===== src/design/disk_datapath_regs.vh =====
/*
 * Constants of the disk data path: offsets, fields, resets and timing.
 * Assumes inclusion by bare name.
 */
`ifndef DISK_DATAPATH_REGS_VH
`define DISK_DATAPATH_REGS_VH

// ****************************************
// Register offsets (word index on the plain port).
// ****************************************
`define REG_CTRL 4'h0
`define REG_DIVPOLY 4'h1
`define REG_MULPOLY 4'h2
`define REG_WDATA 4'h3
`define REG_RDATA 4'h4
`define REG_STATUS 4'h5
`define REG_RESIDUE 4'h6
`define REG_BUFOUT 4'h7
`define REG_CMPREF 4'h8
`define REG_BUFIN 4'h9

// ****************************************
// Control register fields.
// ****************************************
`define CTRL_WRITE 0
`define CTRL_READ 1
`define CTRL_BYTE8 2
`define CTRL_CMP 3
`define CTRL_SRC_BUF 4
`define CTRL_CLEAR 5
`define CTRL_PRESET 6
`define CTRL_SHIFTOUT 7
`define CTRL_STEP 8
`define CTRL_STEPFIRE 9
`define CTRL_PREAMBLE 10
`define CTRL_DST_BUF 11

// ****************************************
// Status register fields.
// ****************************************
`define ST_RESIDUE_NZ 0
`define ST_RBYTE 1
`define ST_WEMPTY 2
`define ST_CMP_MISS 3
`define ST_BUF_FULL 4
`define ST_BUF_EMPTY 5

// ****************************************
// Reset values and timing.
// ****************************************
`define DIVPOLY_RST 32'h00a00805
`define MULPOLY_RST 32'h00000000
`define CLK_NS 20
`define STAGE_NS 50
`define STEP_NS 100
`define NATURAL_LEN 42987
`define PREAMBLE_BITS 16

`endif


===== src/design/disk_serial_datapath_checkword.v =====
/*
 * Disk data path: shift register, word buffer, MFM encoder, checkword.
 * Assumes a 50 MHz clock and asynchronous drive pulses on pins.
 */
`include "disk_datapath_regs.vh"
`default_nettype none
module disk_serial_datapath_checkword #(
    parameter DEPTH = 4,
    parameter STAGES = 36,
    parameter ACTIVE = 32
) (
    // Clock and reset.
    input wire i_clk,
    input wire i_arst_n,
    // Register port.
    input wire [3:0] i_addr,
    input wire [31:0] i_wdata,
    input wire i_wr,
    input wire i_rd,
    output reg [31:0] o_rdata,
    // System side word port of the buffer.
    input wire [15:0] i_sys_word,
    input wire i_sys_valid,
    output wire o_sys_ready,
    output reg [15:0] o_sys_word,
    output wire o_sys_valid,
    input wire i_sys_ready,
    // Drive side.
    input wire i_read_data_pulse,
    input wire i_read_clock_pulse,
    output reg o_encoded_write_stream,
    output reg o_write_gate,
    output reg o_internal_timing_clock,
    output reg o_write_phase_clock,
    output reg o_half_rate_clock
);
    // ****************************************
    // Timing constants.
    // ****************************************
    localparam STAGE_CYC = (`STAGE_NS + `CLK_NS - 1) / `CLK_NS;
    localparam STEP_CYC = (`STEP_NS + `CLK_NS - 1) / `CLK_NS;
    localparam [4:0] PRE_LEN = `PREAMBLE_BITS;
    // ****************************************
    // Registers.
    // ****************************************
    reg [15:0] ctrl_r;
    reg [31:0] div_r;
    reg [31:0] mul_r;
    reg [7:0] wbyte_r;
    reg wfull_r;
    reg [7:0] rbyte_r;
    reg rbyte_v_r;
    reg [7:0] cmpref_r;
    reg cmp_miss_r;
    reg [STAGES-1:0] crc_r;
    reg [7:0] sh_r;
    reg [3:0] bitcnt_r;
    reg wcatch_r;
    reg [1:0] cell_r;
    reg [4:0] pre_r;
    reg [1:0] osc_r;
    reg [2:0] step_r;
    reg [2:0] rdd_s_r;
    reg [2:0] rdc_s_r;
    reg rcatch_r;
    reg [15:0] stg_r [0:DEPTH-1];
    reg [DEPTH-1:0] sv_r;
    reg [1:0] rip_r;
    reg half_r;
    reg [7:0] hbyte_r;
    integer k;
    integer n;
    wire wr_mode = ctrl_r[`CTRL_WRITE];
    wire rd_mode = ctrl_r[`CTRL_READ];
    wire [3:0] blen = ctrl_r[`CTRL_BYTE8] ? 4'h8 : 4'h6;
    wire step = ctrl_r[`CTRL_STEP];
    // ****************************************
    // Clock generation: the fast source is quartered into two pulses and a square wave.
    // ****************************************
    always @(posedge i_clk or negedge i_arst_n) begin
        if (!i_arst_n) begin
            osc_r <= 2'h0;
            o_internal_timing_clock <= 1'b0;
            o_write_phase_clock <= 1'b0;
            o_half_rate_clock <= 1'b0;
        end else begin
            osc_r <= osc_r + 2'h1;
            o_internal_timing_clock <= (osc_r == 2'h0);
            o_write_phase_clock <= (osc_r == 2'h2);
            o_half_rate_clock <= osc_r[1];
        end
    end
    // Step one-shot fired by a control write.
    always @(posedge i_clk or negedge i_arst_n) begin
        if (!i_arst_n) begin
            step_r <= 3'h0;
        end else if (step && i_wr && i_addr == `REG_CTRL && i_wdata[`CTRL_STEPFIRE]) begin
            step_r <= STEP_CYC[2:0];
        end else if (step_r != 3'h0) begin
            step_r <= step_r - 3'h1;
        end
    end
    // Read pins pass two flops; the edge is taken after the second.
    always @(posedge i_clk or negedge i_arst_n) begin
        if (!i_arst_n) begin
            rdd_s_r <= 3'h0;
            rdc_s_r <= 3'h0;
        end else begin
            rdd_s_r <= {rdd_s_r[1:0], i_read_data_pulse};
            rdc_s_r <= {rdc_s_r[1:0], i_read_clock_pulse};
        end
    end
    wire rd_data_edge = rdd_s_r[1] & ~rdd_s_r[2];
    wire rd_clk_edge = rdc_s_r[1] & ~rdc_s_r[2];
    // Shift tick: step pulse, write phase clock or read clock.
    wire step_tick = (step_r == 3'h1);
    wire shift_tick = step ? step_tick :
        (wr_mode ? (osc_r == 2'h3) : (rd_mode & rd_clk_edge));
    // ****************************************
    // Checkword generator.
    // ****************************************
    wire shiftout = ctrl_r[`CTRL_SHIFTOUT];
    wire last = crc_r[ACTIVE-1];
    reg in_bit;
    reg [STAGES-1:0] crc_nxt;
    always @* begin
        in_bit = wr_mode ? sh_r[blen-1] : rcatch_r;
        crc_nxt = crc_r;
        crc_nxt[0] = shiftout ? 1'b0 : (wr_mode ? (in_bit ^ last) : 1'b0);
        if (rd_mode && !shiftout) begin
            // Stage zero sees a phantom previous stage of zero.
            case ({mul_r[0], div_r[0]})
                2'b11: crc_nxt[0] = in_bit ^ last;
                2'b10: crc_nxt[0] = in_bit;
                2'b01: crc_nxt[0] = last;
                default: crc_nxt[0] = 1'b0;
            endcase
        end
        for (k = 1; k < ACTIVE; k = k + 1) begin
            if (shiftout) begin
                crc_nxt[k] = crc_r[k-1];
            end else if (wr_mode) begin
                crc_nxt[k] = crc_r[k-1] ^ (div_r[k] & (in_bit ^ last));
            end else begin
                case ({mul_r[k], div_r[k]})
                    2'b11: crc_nxt[k] = crc_r[k-1] ^ in_bit ^ last;
                    2'b10: crc_nxt[k] = crc_r[k-1] ^ in_bit;
                    2'b01: crc_nxt[k] = crc_r[k-1] ^ last;
                    default: crc_nxt[k] = crc_r[k-1];
                endcase
            end
        end
        for (k = ACTIVE; k < STAGES; k = k + 1) begin
            crc_nxt[k] = 1'b0;
        end
    end
    // ****************************************
    // Shift register, bit counter, MFM encoder, read assembly.
    // ****************************************
    wire [15:0] buf_head = stg_r[DEPTH-1];
    wire head_v = sv_r[DEPTH-1];
    wire src_buf = ctrl_r[`CTRL_SRC_BUF];
    wire have_byte = src_buf ? head_v : wfull_r;
    wire [7:0] next_byte = src_buf ? (half_r ? buf_head[7:0] : buf_head[15:8]) : wbyte_r;
    wire preamble = (pre_r != 5'h0);
    wire wr_load = wr_mode && shift_tick && bitcnt_r == 4'h0 && !preamble && !shiftout;
    wire rd_done = rd_mode && shift_tick && bitcnt_r == blen - 4'h1;
    wire dst_buf = ctrl_r[`CTRL_DST_BUF];
    wire rd_to_buf = rd_done && dst_buf && !ctrl_r[`CTRL_CMP];
    wire [7:0] rd_byte = {sh_r[6:0], rcatch_r};
    wire [7:0] rd_mask = ctrl_r[`CTRL_BYTE8] ? 8'hff : 8'h3f;
    wire wr_pop = wr_load && src_buf && have_byte && half_r;
    wire tx_bit = shiftout ? last : (preamble ? 1'b0 : sh_r[blen-1]);
    always @(posedge i_clk or negedge i_arst_n) begin
        if (!i_arst_n) begin
            sh_r <= 8'h00;
            bitcnt_r <= 4'h0;
            wcatch_r <= 1'b0;
            cell_r <= 2'h0;
            pre_r <= 5'h0;
            rcatch_r <= 1'b0;
            crc_r <= {STAGES{1'b0}};
            rbyte_r <= 8'h00;
            rbyte_v_r <= 1'b0;
            cmp_miss_r <= 1'b0;
            wfull_r <= 1'b0;
            o_encoded_write_stream <= 1'b0;
            o_write_gate <= 1'b0;
        end else begin
            cell_r <= cell_r + 2'h1;
            o_write_gate <= wr_mode;
            if (rd_data_edge) begin
                rcatch_r <= 1'b1;
            end else if (shift_tick && rd_mode) begin
                rcatch_r <= 1'b0;
            end
            if (i_wr && i_addr == `REG_CTRL && i_wdata[`CTRL_CLEAR]) begin
                crc_r <= {STAGES{1'b0}};
            end else if (i_wr && i_addr == `REG_CTRL && i_wdata[`CTRL_PRESET]) begin
                crc_r <= {{(STAGES-ACTIVE){1'b0}}, {ACTIVE{1'b1}}};
            end else if (shift_tick && (shiftout || (rd_mode && !ctrl_r[`CTRL_CMP]) ||
                         (wr_mode && bitcnt_r != 4'h0))) begin
                crc_r <= crc_nxt;
            end
            if (i_wr && i_addr == `REG_CTRL && i_wdata[`CTRL_PREAMBLE]) begin
                pre_r <= PRE_LEN;
            end else if (wr_mode && shift_tick && preamble) begin
                pre_r <= pre_r - 5'h1;
            end
            if (wr_load && have_byte) begin
                sh_r <= next_byte;
                bitcnt_r <= blen - 4'h1;
                if (!src_buf) begin
                    wfull_r <= 1'b0;
                end
            end else if (wr_mode && shift_tick && bitcnt_r != 4'h0) begin
                sh_r <= {sh_r[6:0], 1'b0};
                bitcnt_r <= bitcnt_r - 4'h1;
            end else if (rd_mode && shift_tick) begin
                sh_r <= {sh_r[6:0], rcatch_r};
                bitcnt_r <= rd_done ? 4'h0 : bitcnt_r + 4'h1;
            end
            if (i_wr && i_addr == `REG_WDATA) begin
                wfull_r <= 1'b1;
            end
            if (shift_tick && wr_mode) begin
                wcatch_r <= tx_bit;
            end
            // MFM: one pulses mid-cell, zero at cell start unless after one.
            if (wr_mode) begin
                if (cell_r == 2'h0) begin
                    o_encoded_write_stream <= ~tx_bit & ~wcatch_r;
                end else if (cell_r == 2'h2) begin
                    o_encoded_write_stream <= tx_bit;
                end else if (cell_r == 2'h3) begin
                    o_encoded_write_stream <= 1'b0;
                end
            end else begin
                o_encoded_write_stream <= 1'b0;
            end
            // Clear first, so that a miss in the same cycle wins.
            if (i_wr && i_addr == `REG_CTRL && i_wdata[`CTRL_CLEAR]) begin
                cmp_miss_r <= 1'b0;
            end
            if (rd_done) begin
                if (ctrl_r[`CTRL_CMP]) begin
                    cmp_miss_r <= cmp_miss_r | ((rd_byte & rd_mask) != (cmpref_r & rd_mask));
                end else if (!dst_buf) begin
                    rbyte_r <= rd_byte & rd_mask;
                    rbyte_v_r <= 1'b1;
                end
            end else if (i_rd && i_addr == `REG_RDATA) begin
                rbyte_v_r <= 1'b0;
            end
        end
    end
    // ****************************************
    // Four-stage word buffer with ripple timing.
    // ****************************************
    wire in_word_v = rd_mode ? (rd_to_buf && half_r) : i_sys_valid;
    wire [15:0] in_word = rd_mode ? {hbyte_r, rd_byte & rd_mask} : i_sys_word;
    assign o_sys_ready = ~rd_mode & ~sv_r[0];
    assign o_sys_valid = rd_mode & head_v;
    wire head_pop = rd_mode ? (head_v & i_sys_ready) : wr_pop;
    wire rip_go = (rip_r == STAGE_CYC[1:0] - 2'h1);
    always @(posedge i_clk or negedge i_arst_n) begin
        if (!i_arst_n) begin
            sv_r <= {DEPTH{1'b0}};
            rip_r <= 2'h0;
            half_r <= 1'b0;
            hbyte_r <= 8'h00;
            o_sys_word <= 16'h0000;
        end else begin
            rip_r <= rip_go ? 2'h0 : rip_r + 2'h1;
            // The output copy is loaded with the word moving into the head.
            if (rip_go && sv_r[DEPTH-2] && (!head_v || head_pop)) begin
                o_sys_word <= stg_r[DEPTH-2];
            end
            if (rd_to_buf && !half_r) begin
                hbyte_r <= rd_byte & rd_mask;
            end
            if ((rd_to_buf) || (wr_load && src_buf && have_byte)) begin
                half_r <= ~half_r;
            end
            // Ripple one stage forward every 60 ns (three cycles) where the next is free.
            for (n = DEPTH - 1; n > 0; n = n - 1) begin
                if (rip_go && sv_r[n-1] && (!sv_r[n] || (n == DEPTH - 1 && head_pop))) begin
                    stg_r[n] <= stg_r[n-1];
                    sv_r[n] <= 1'b1;
                    sv_r[n-1] <= 1'b0;
                end else if (n == DEPTH - 1 && head_pop) begin
                    sv_r[n] <= 1'b0;
                end
            end
            if (in_word_v && !sv_r[0]) begin
                stg_r[0] <= in_word;
                sv_r[0] <= 1'b1;
            end else if (i_wr && i_addr == `REG_BUFIN && !sv_r[0]) begin
                stg_r[0] <= i_wdata[15:0];
                sv_r[0] <= 1'b1;
            end
        end
    end
    // ****************************************
    // Register file writes.
    // ****************************************
    always @(posedge i_clk or negedge i_arst_n) begin
        if (!i_arst_n) begin
            ctrl_r <= 16'h0000;
            div_r <= `DIVPOLY_RST;
            mul_r <= `MULPOLY_RST;
            wbyte_r <= 8'h00;
            cmpref_r <= 8'h00;
        end else if (i_wr) begin
            case (i_addr)
                `REG_CTRL: ctrl_r <= i_wdata[15:0] & 16'h0d9f;
                `REG_DIVPOLY: div_r <= i_wdata;
                `REG_MULPOLY: mul_r <= i_wdata;
                `REG_WDATA: wbyte_r <= i_wdata[7:0];
                `REG_CMPREF: cmpref_r <= i_wdata[7:0];
                default: ctrl_r <= ctrl_r;
            endcase
        end
    end
    // Read data stand one cycle after the strobe.
    always @(posedge i_clk or negedge i_arst_n) begin
        if (!i_arst_n) begin
            o_rdata <= 32'h00000000;
        end else if (i_rd) begin
            case (i_addr)
                `REG_CTRL: o_rdata <= {16'h0000, ctrl_r};
                `REG_DIVPOLY: o_rdata <= div_r;
                `REG_MULPOLY: o_rdata <= mul_r;
                `REG_RDATA: o_rdata <= {24'h000000, rbyte_r};
                `REG_STATUS: o_rdata <= {26'h0000000, ~sv_r[DEPTH-1], sv_r[0], cmp_miss_r,
                    ~wfull_r, rbyte_v_r, |crc_r[ACTIVE-1:0]};
                `REG_RESIDUE: o_rdata <= crc_r[ACTIVE-1:0];
                `REG_BUFOUT: o_rdata <= {15'h0000, head_v, buf_head};
                `REG_CMPREF: o_rdata <= {24'h000000, cmpref_r};
                default: o_rdata <= 32'h00000000;
            endcase
        end else begin
            o_rdata <= 32'h00000000;
        end
    end
endmodule
`default_nettype wire


===== config.mk =====
export PLATFORM = sky130hd
export DESIGN_NAME = disk_serial_datapath_checkword
export DESIGN_NICKNAME = d
export VERILOG_FILES = /design/src/design/disk_serial_datapath_checkword.v
export VERILOG_INCLUDE_DIRS = /design/src /design/src/design
export SDC_FILE = /design/constraint.sdc
export NUM_CORES = 1
export LEC_CHECK = 0
export BUFFER_PORTS_ARGS = -buffer_cell sky130_fd_sc_hd__buf_2
export CAP_MARGIN = 20
export CORE_MARGIN = 1
export CORE_UTILIZATION = 45
export DETAILED_ROUTE_END_ITERATION = 12
export PLACE_DENSITY = 0.61
export SLEW_MARGIN = 25
export SYNTH_ARGS = -nofsm -noshare
export SYNTH_HDL_FRONTEND = slang
export SYNTH_SLANG_ARGS = --single-unit

===== constraint.sdc =====
create_clock -name i_clk -period 2.86 [get_ports i_clk]
set_clock_uncertainty 0.05 [all_clocks]
set_input_delay 0.572 -clock i_clk [delete_from_list [all_inputs] [get_ports i_clk]]
set_output_delay 0.572 -clock i_clk [all_outputs]
set_load 0.01 [all_outputs]

# Word-level counts from Yosys, hierarchy flattened
# Memory sizes are Yosys's and may differ from the RTL's.
# Index checks and enable logic that the tools add are counted.
# totals
ff_bits,232
latch_bits,0
ram_bits,64
rom_bits,0
input_bits,60
memories,1
# classes
add_sub_neg,9
mul,0
n_div,0
magnitude_cmp,1
eq_ne,117
shifts,0
muxes,170
bitwise_logic,178
n_reduce_logical,84
# memory_table
memory,words,word_bits,read_ports,rd_ports_with_merged_regs,write_ports,line,source
stg_r,4,16,4,0,2,disk_serial_datapath_checkword.v:66,reg [15:0] stg_r [0:DEPTH-1];
# op_table
op,n
32-bit one-hot mux with 8 select lines,1
"2-bit == test, second input constant",69
32-bit two-way mux,4
1-bit bitwise XOR,125
1-bit two-way mux,108
1-bit one-hot mux with 3 select lines,32
"2-bit by 1-bit == test with 1-bit output, second input constant",32
16-bit two-way mux,4
8-bit two-way mux,6
1-bit logical AND,43
1-bit AND,38
"32-bit by 4-bit less-than comparator with 1-bit output, second input constant",1
16-bit OR reduction,2
32-bit OR reduction,1
4-bit two-way mux,5
8-bit AND,2
"4-bit by 3-bit == test with 1-bit output, second input constant",4
2-bit nonzero test,8
2-bit AND reduction,6
3-bit nonzero test,4
1-bit inverter,11
2-bit two-way mux,5
5-bit two-way mux,2
"4-bit by 2-bit == test with 1-bit output, second input constant",2
24 further kinds,44

# Depth between registers and ports, before layout
# depth
word_depth,20
depth_mapped,10
ltp_nobuf,7

# Least setup slack after synthesis
# Ideal clock, no wire load.
# synth_timing
path_kind,reg-to-reg
startpoint,register ctrl_r[0]
endpoint,memory stg_r[0][0] (enable)
setup_ps,413
t_arrival_ps,2661
t_required_ps,2397
setup_slack_ps,-264
stages_incl_launch_ff,7
n_path_buf,1
synth_period_minus_slack_ps,3124
cell_sequence,dfrtp_1 buf_6 and4bb_4 o22ai_4 nor3_1 or3_1 nor3b_1
# synth_lines
element,line,source
from (decl),disk_serial_datapath_checkword.v:46,reg [15:0] ctrl_r;
from (signal assigned),disk_serial_datapath_checkword.v:316,`REG_CTRL: ctrl_r <= i_wdata[15:0] & 16'h0d9f;
from (signal assigned),disk_serial_datapath_checkword.v:321,default: ctrl_r <= ctrl_r;
to (decl),disk_serial_datapath_checkword.v:66,

# Worst setup path after layout
# layout_timing
startpoint,register bitcnt_r[0]
endpoint,register crc_r[31]
# layout_via
elab_chain_len,5
# layout_lines
element,line,source
from (decl),disk_serial_datapath_checkword.v:57,reg [3:0] bitcnt_r;
from (signal assigned),disk_serial_datapath_checkword.v:212,bitcnt_r <= blen - 4'h1;
from (signal assigned),disk_serial_datapath_checkword.v:218,bitcnt_r <= bitcnt_r - 4'h1;
from (signal assigned),disk_serial_datapath_checkword.v:221,bitcnt_r <= rd_done ? 4'h0 : bitcnt_r + 4'h1;
4-bit nonzero test,disk_serial_datapath_checkword.v:202,(wr_mode && bitcnt_r != 4'h0))) begin
1-bit logical AND,disk_serial_datapath_checkword.v:202,
1-bit logical OR,disk_serial_datapath_checkword.v:201,end else if (shift_tick && (shiftout || (rd_mode && !ctrl_r[`CTRL_CMP]) ||
1-bit logical AND,disk_serial_datapath_checkword.v:201,
3-bit nonzero test (no source line),n/a,
to (signal assigned),disk_serial_datapath_checkword.v:198,crc_r <= {STAGES{1'b0}};
to (signal assigned),disk_serial_datapath_checkword.v:200,"crc_r <= {{(STAGES-ACTIVE){1'b0}}, {ACTIVE{1'b1}}};"
to (signal assigned),disk_serial_datapath_checkword.v:203,crc_r <= crc_nxt;
to (decl),disk_serial_datapath_checkword.v:55,reg [STAGES-1:0] crc_r;
# Every way passes these cells.
# A chain may end at the register's enable or synchronous reset.

==> flow_summary.toml <==
[power_and_ir_drop]
p_leak_nw = 7.284
combPwrFrac = 0.325
clockPowerShare = 0.260
switching_share = 0.3720
finalPower_mw = 15.91
power_density_nw_per_um2 = 887.0
intPower_mw = 9.994
pwr-share-seq = 0.415
ir_drop_v = 0.0005222
switchingPower_mw = 5.920

[die]
ios = 115
start_util = 0.4622
die_w_um = 188.5
rows = 67
die_area_um2 = 35540
fp.dieH_um = 188.5
core_area_um2 = 33870

[yosys]
synth_area_um2 = 15650
ys.flop_type = "dfrtp_1"
yosysTopAreaCell = "dfrtp_1"
synthTopCellsByArea = "dfrtp_1 (36%), edfxtp_1 (12%), mux2_2 (9.9%), nand2_1 (3.6%), a21oi_1 (2.9%)"
synth_top_area_frac = 0.3629
yosysUniqueCellTypes = 76
synthesis.nets = 1524
synth_edf_count = 64
synth_warnings = 0
syn_inst = 1451
ys_ff_latch = 296
avgSynthCellArea_um2 = 10.79
yosysSeqAreaShare = 0.4940
async_flop_share = 0.7838

[sta]
relSlewSlack = 0.4134
max_freq_mhz = 374.5
setup_viol = 0
finalCriticalPeriod_ps = 2670
setup_slack_ps = 189.5
finalHoldViolations = 0
drv_slew = 0
period_share = 0.9337
setup_tns_ps = 0
rsz0062_at_grt = "false"
worstMarginPinSlew_ps = 879.9

[clocking]
clk_pin_slew_worst_paths_ps = 60
numCtsBuffers = 34
cts_resized = 0
root_buffer = "clkbuf_16"
hold_buffers = 0
ctsLongestPathBuffers = 3
htree_num_levels = 2
clock_latency_ps = 530
cts_setup_buffers = 0
cts_tree = "done"
cts.sinks = 296

[routing]
route.detailed.drc = 0
drtAntennaViolNets = 0
wire_per_inst_um = 23.50
wl_um = 47170
drtIter0Drc = 1253
via_per_inst = 6.238
vias = 12520
drt-pass1-iter-count = 6

[global_routing]
grt_max_degree = 143
track_usage = 0.2671
gr-total-overflow = 0
grt_pass1_wl_um = 73580
grt_pass1_vias = 12430
antenna_found_initial = 0

[setup_path]
timing_worst_setup_path_type = "flip-flop to flip-flop"
required_ps = 3200
reg2reg_from = "bitcnt_r[0]"
r2r.worst_path.cells = 7
setup.worst_path.end_class = "flip-flop"
worstSetupStartpointType = "flip-flop"
rr_endpoint = "crc_r[31]"
cp_max_fo = 22
rrSetupSlack_ps = 190
arrival_ps = 3010

[placed_design]
place_ws_ps = 125.4
place_hpwl_um = 32390
port_buffers = 114
gp_congestion = 0.8875

[cells_and_area]
syn_to_final_growth_pct = 14.61
final_layout_size_suffix_gt1_frac = 0.2773
final_cell_mix = "dfrtp_1 (224), nand2_1 (149), mux2_2 (138)"
mostFrequentLayoutCell = "dfrtp_1"
fin_nets = 1605

[min_path]
hold_class = "primary input to asynchronous set/reset pin"

[flow_run]
maxCapViolCount = 0

[run_status]
status = "completed"
-- cell usage after synthesis (20+ instances only) --
library cell and count:
edfxtp_1 64, a221o_1 29, buf_1 33, a22oi_1 28, nand2_1 149, o21ai_0 26
o221a_2 26, a31oi_1 38, mux2i_1 24, a21oi_1 91, nor3_1 58, inv_1 55
mux2_2 138, o21a_1 20, xnor2_1 30, dfrtp_1 227, clkbuf_1 82, nor2_1 28
o311ai_0 25
-- metal layers --
metal / wire [µm] / share of wire / track usage / vias to the layer above
li1: - / - / - / 5628
met5: 0 / 0 / 0 / -
met3: 4026 / 0.085 / 0.06165 / 93
met2: 21590 / 0.46 / 0.4126 / 554
met1: 20010 / 0.42 / 0.3685 / 6244
met4: 1544 / 0.033 / 0.09243 / 0
-- final cells by class --
| cell class | instances | area (µm²) |
|---|---|---|
| diodes | 1 | 2.502 |
| clock buffers | 45 | 922.1 |
| clock inverters | 17 | 126.4 |
| fillers | 3018 | 15930 |
| inverters | 56 | 210.2 |
| multi-input cells | 962 | 7153 |
| flip-flops and latches | 296 | 7737 |
| well taps | 448 | 560.5 |
| repair buffers | 182 | 1229 |
-- sequential cells by signal, indices dropped and copies added (netlist names), 9 cells and up --
name        flops
ctrl_r          9
crc_r          32
mul_r          32
o_sys_word     16
stg_r          64
o_rdata        32
div_r          32
-- metrics by stage --
stage	cell area, µm²	hold slack, ps	utilization	std cells
2_1_floorplan	15660	226.4	-	1451
3_3_place_gp	16890	291.9	0.4987	1944
3_5_place_dp	16890	290.2	0.4987	1944
4_1_cts	17940	62.58	0.5297	2006
5_1_grt	17940	86.47	0.5297	2006
6_report	17940	58.49	0.5297	2007
-- critical path: stages (launching register included) --
cell	delay (ps)
dfrtp_1	380
inv_1	70
ha_1	220
or3b_2	480
o211ai_2	90
o211a_1	710
or2_2	390
a22oi_1	130
-- power groups by stage --
stage	clock network (mW)	logic [mW]	registers, mW
6_report	4.14	5.17	6.60
5_1_grt	4.39	5.68	6.75
4_1_cts	4.23	5.16	6.57
3_5_place_dp	0	5.14	6.65
3_3_place_gp	0	4.97	6.60
2_1_floorplan	0	4.13	5.88
-- worst max path at each step --
stage,startpoint,to,slack [ps],cells past startpoint
2_1_floorplan,bitcnt_r[0],stg_r[3][0],260,9
3_3_place_gp,i_addr[1],stg_r[0][13],150,7
3_5_place_dp,i_addr[1],stg_r[0][4],130,7
4_1_cts,pre_r[0],o_sys_word[3],250,8
5_1_grt,pre_r[0],o_sys_word[2],80,8
6_report,bitcnt_r[0],crc_r[31],190,7
-- cell families (layout without fill, tap and decap cells) --
family	Yosys count	in the layout	share of synthesized area
other	0	1	0
buffers and inverters	193	300	0.05060
muxes	170	170	0.1223
and+or+nand+nor	342	342	0.1121
xor gates and xnor gates	48	48	0.02821
DFF	296	296	0.4940
adders and majority gates	13	13	0.01039
AOI/OAI and AO/OA	389	389	0.1824
(Power assumes the default switching activity.)
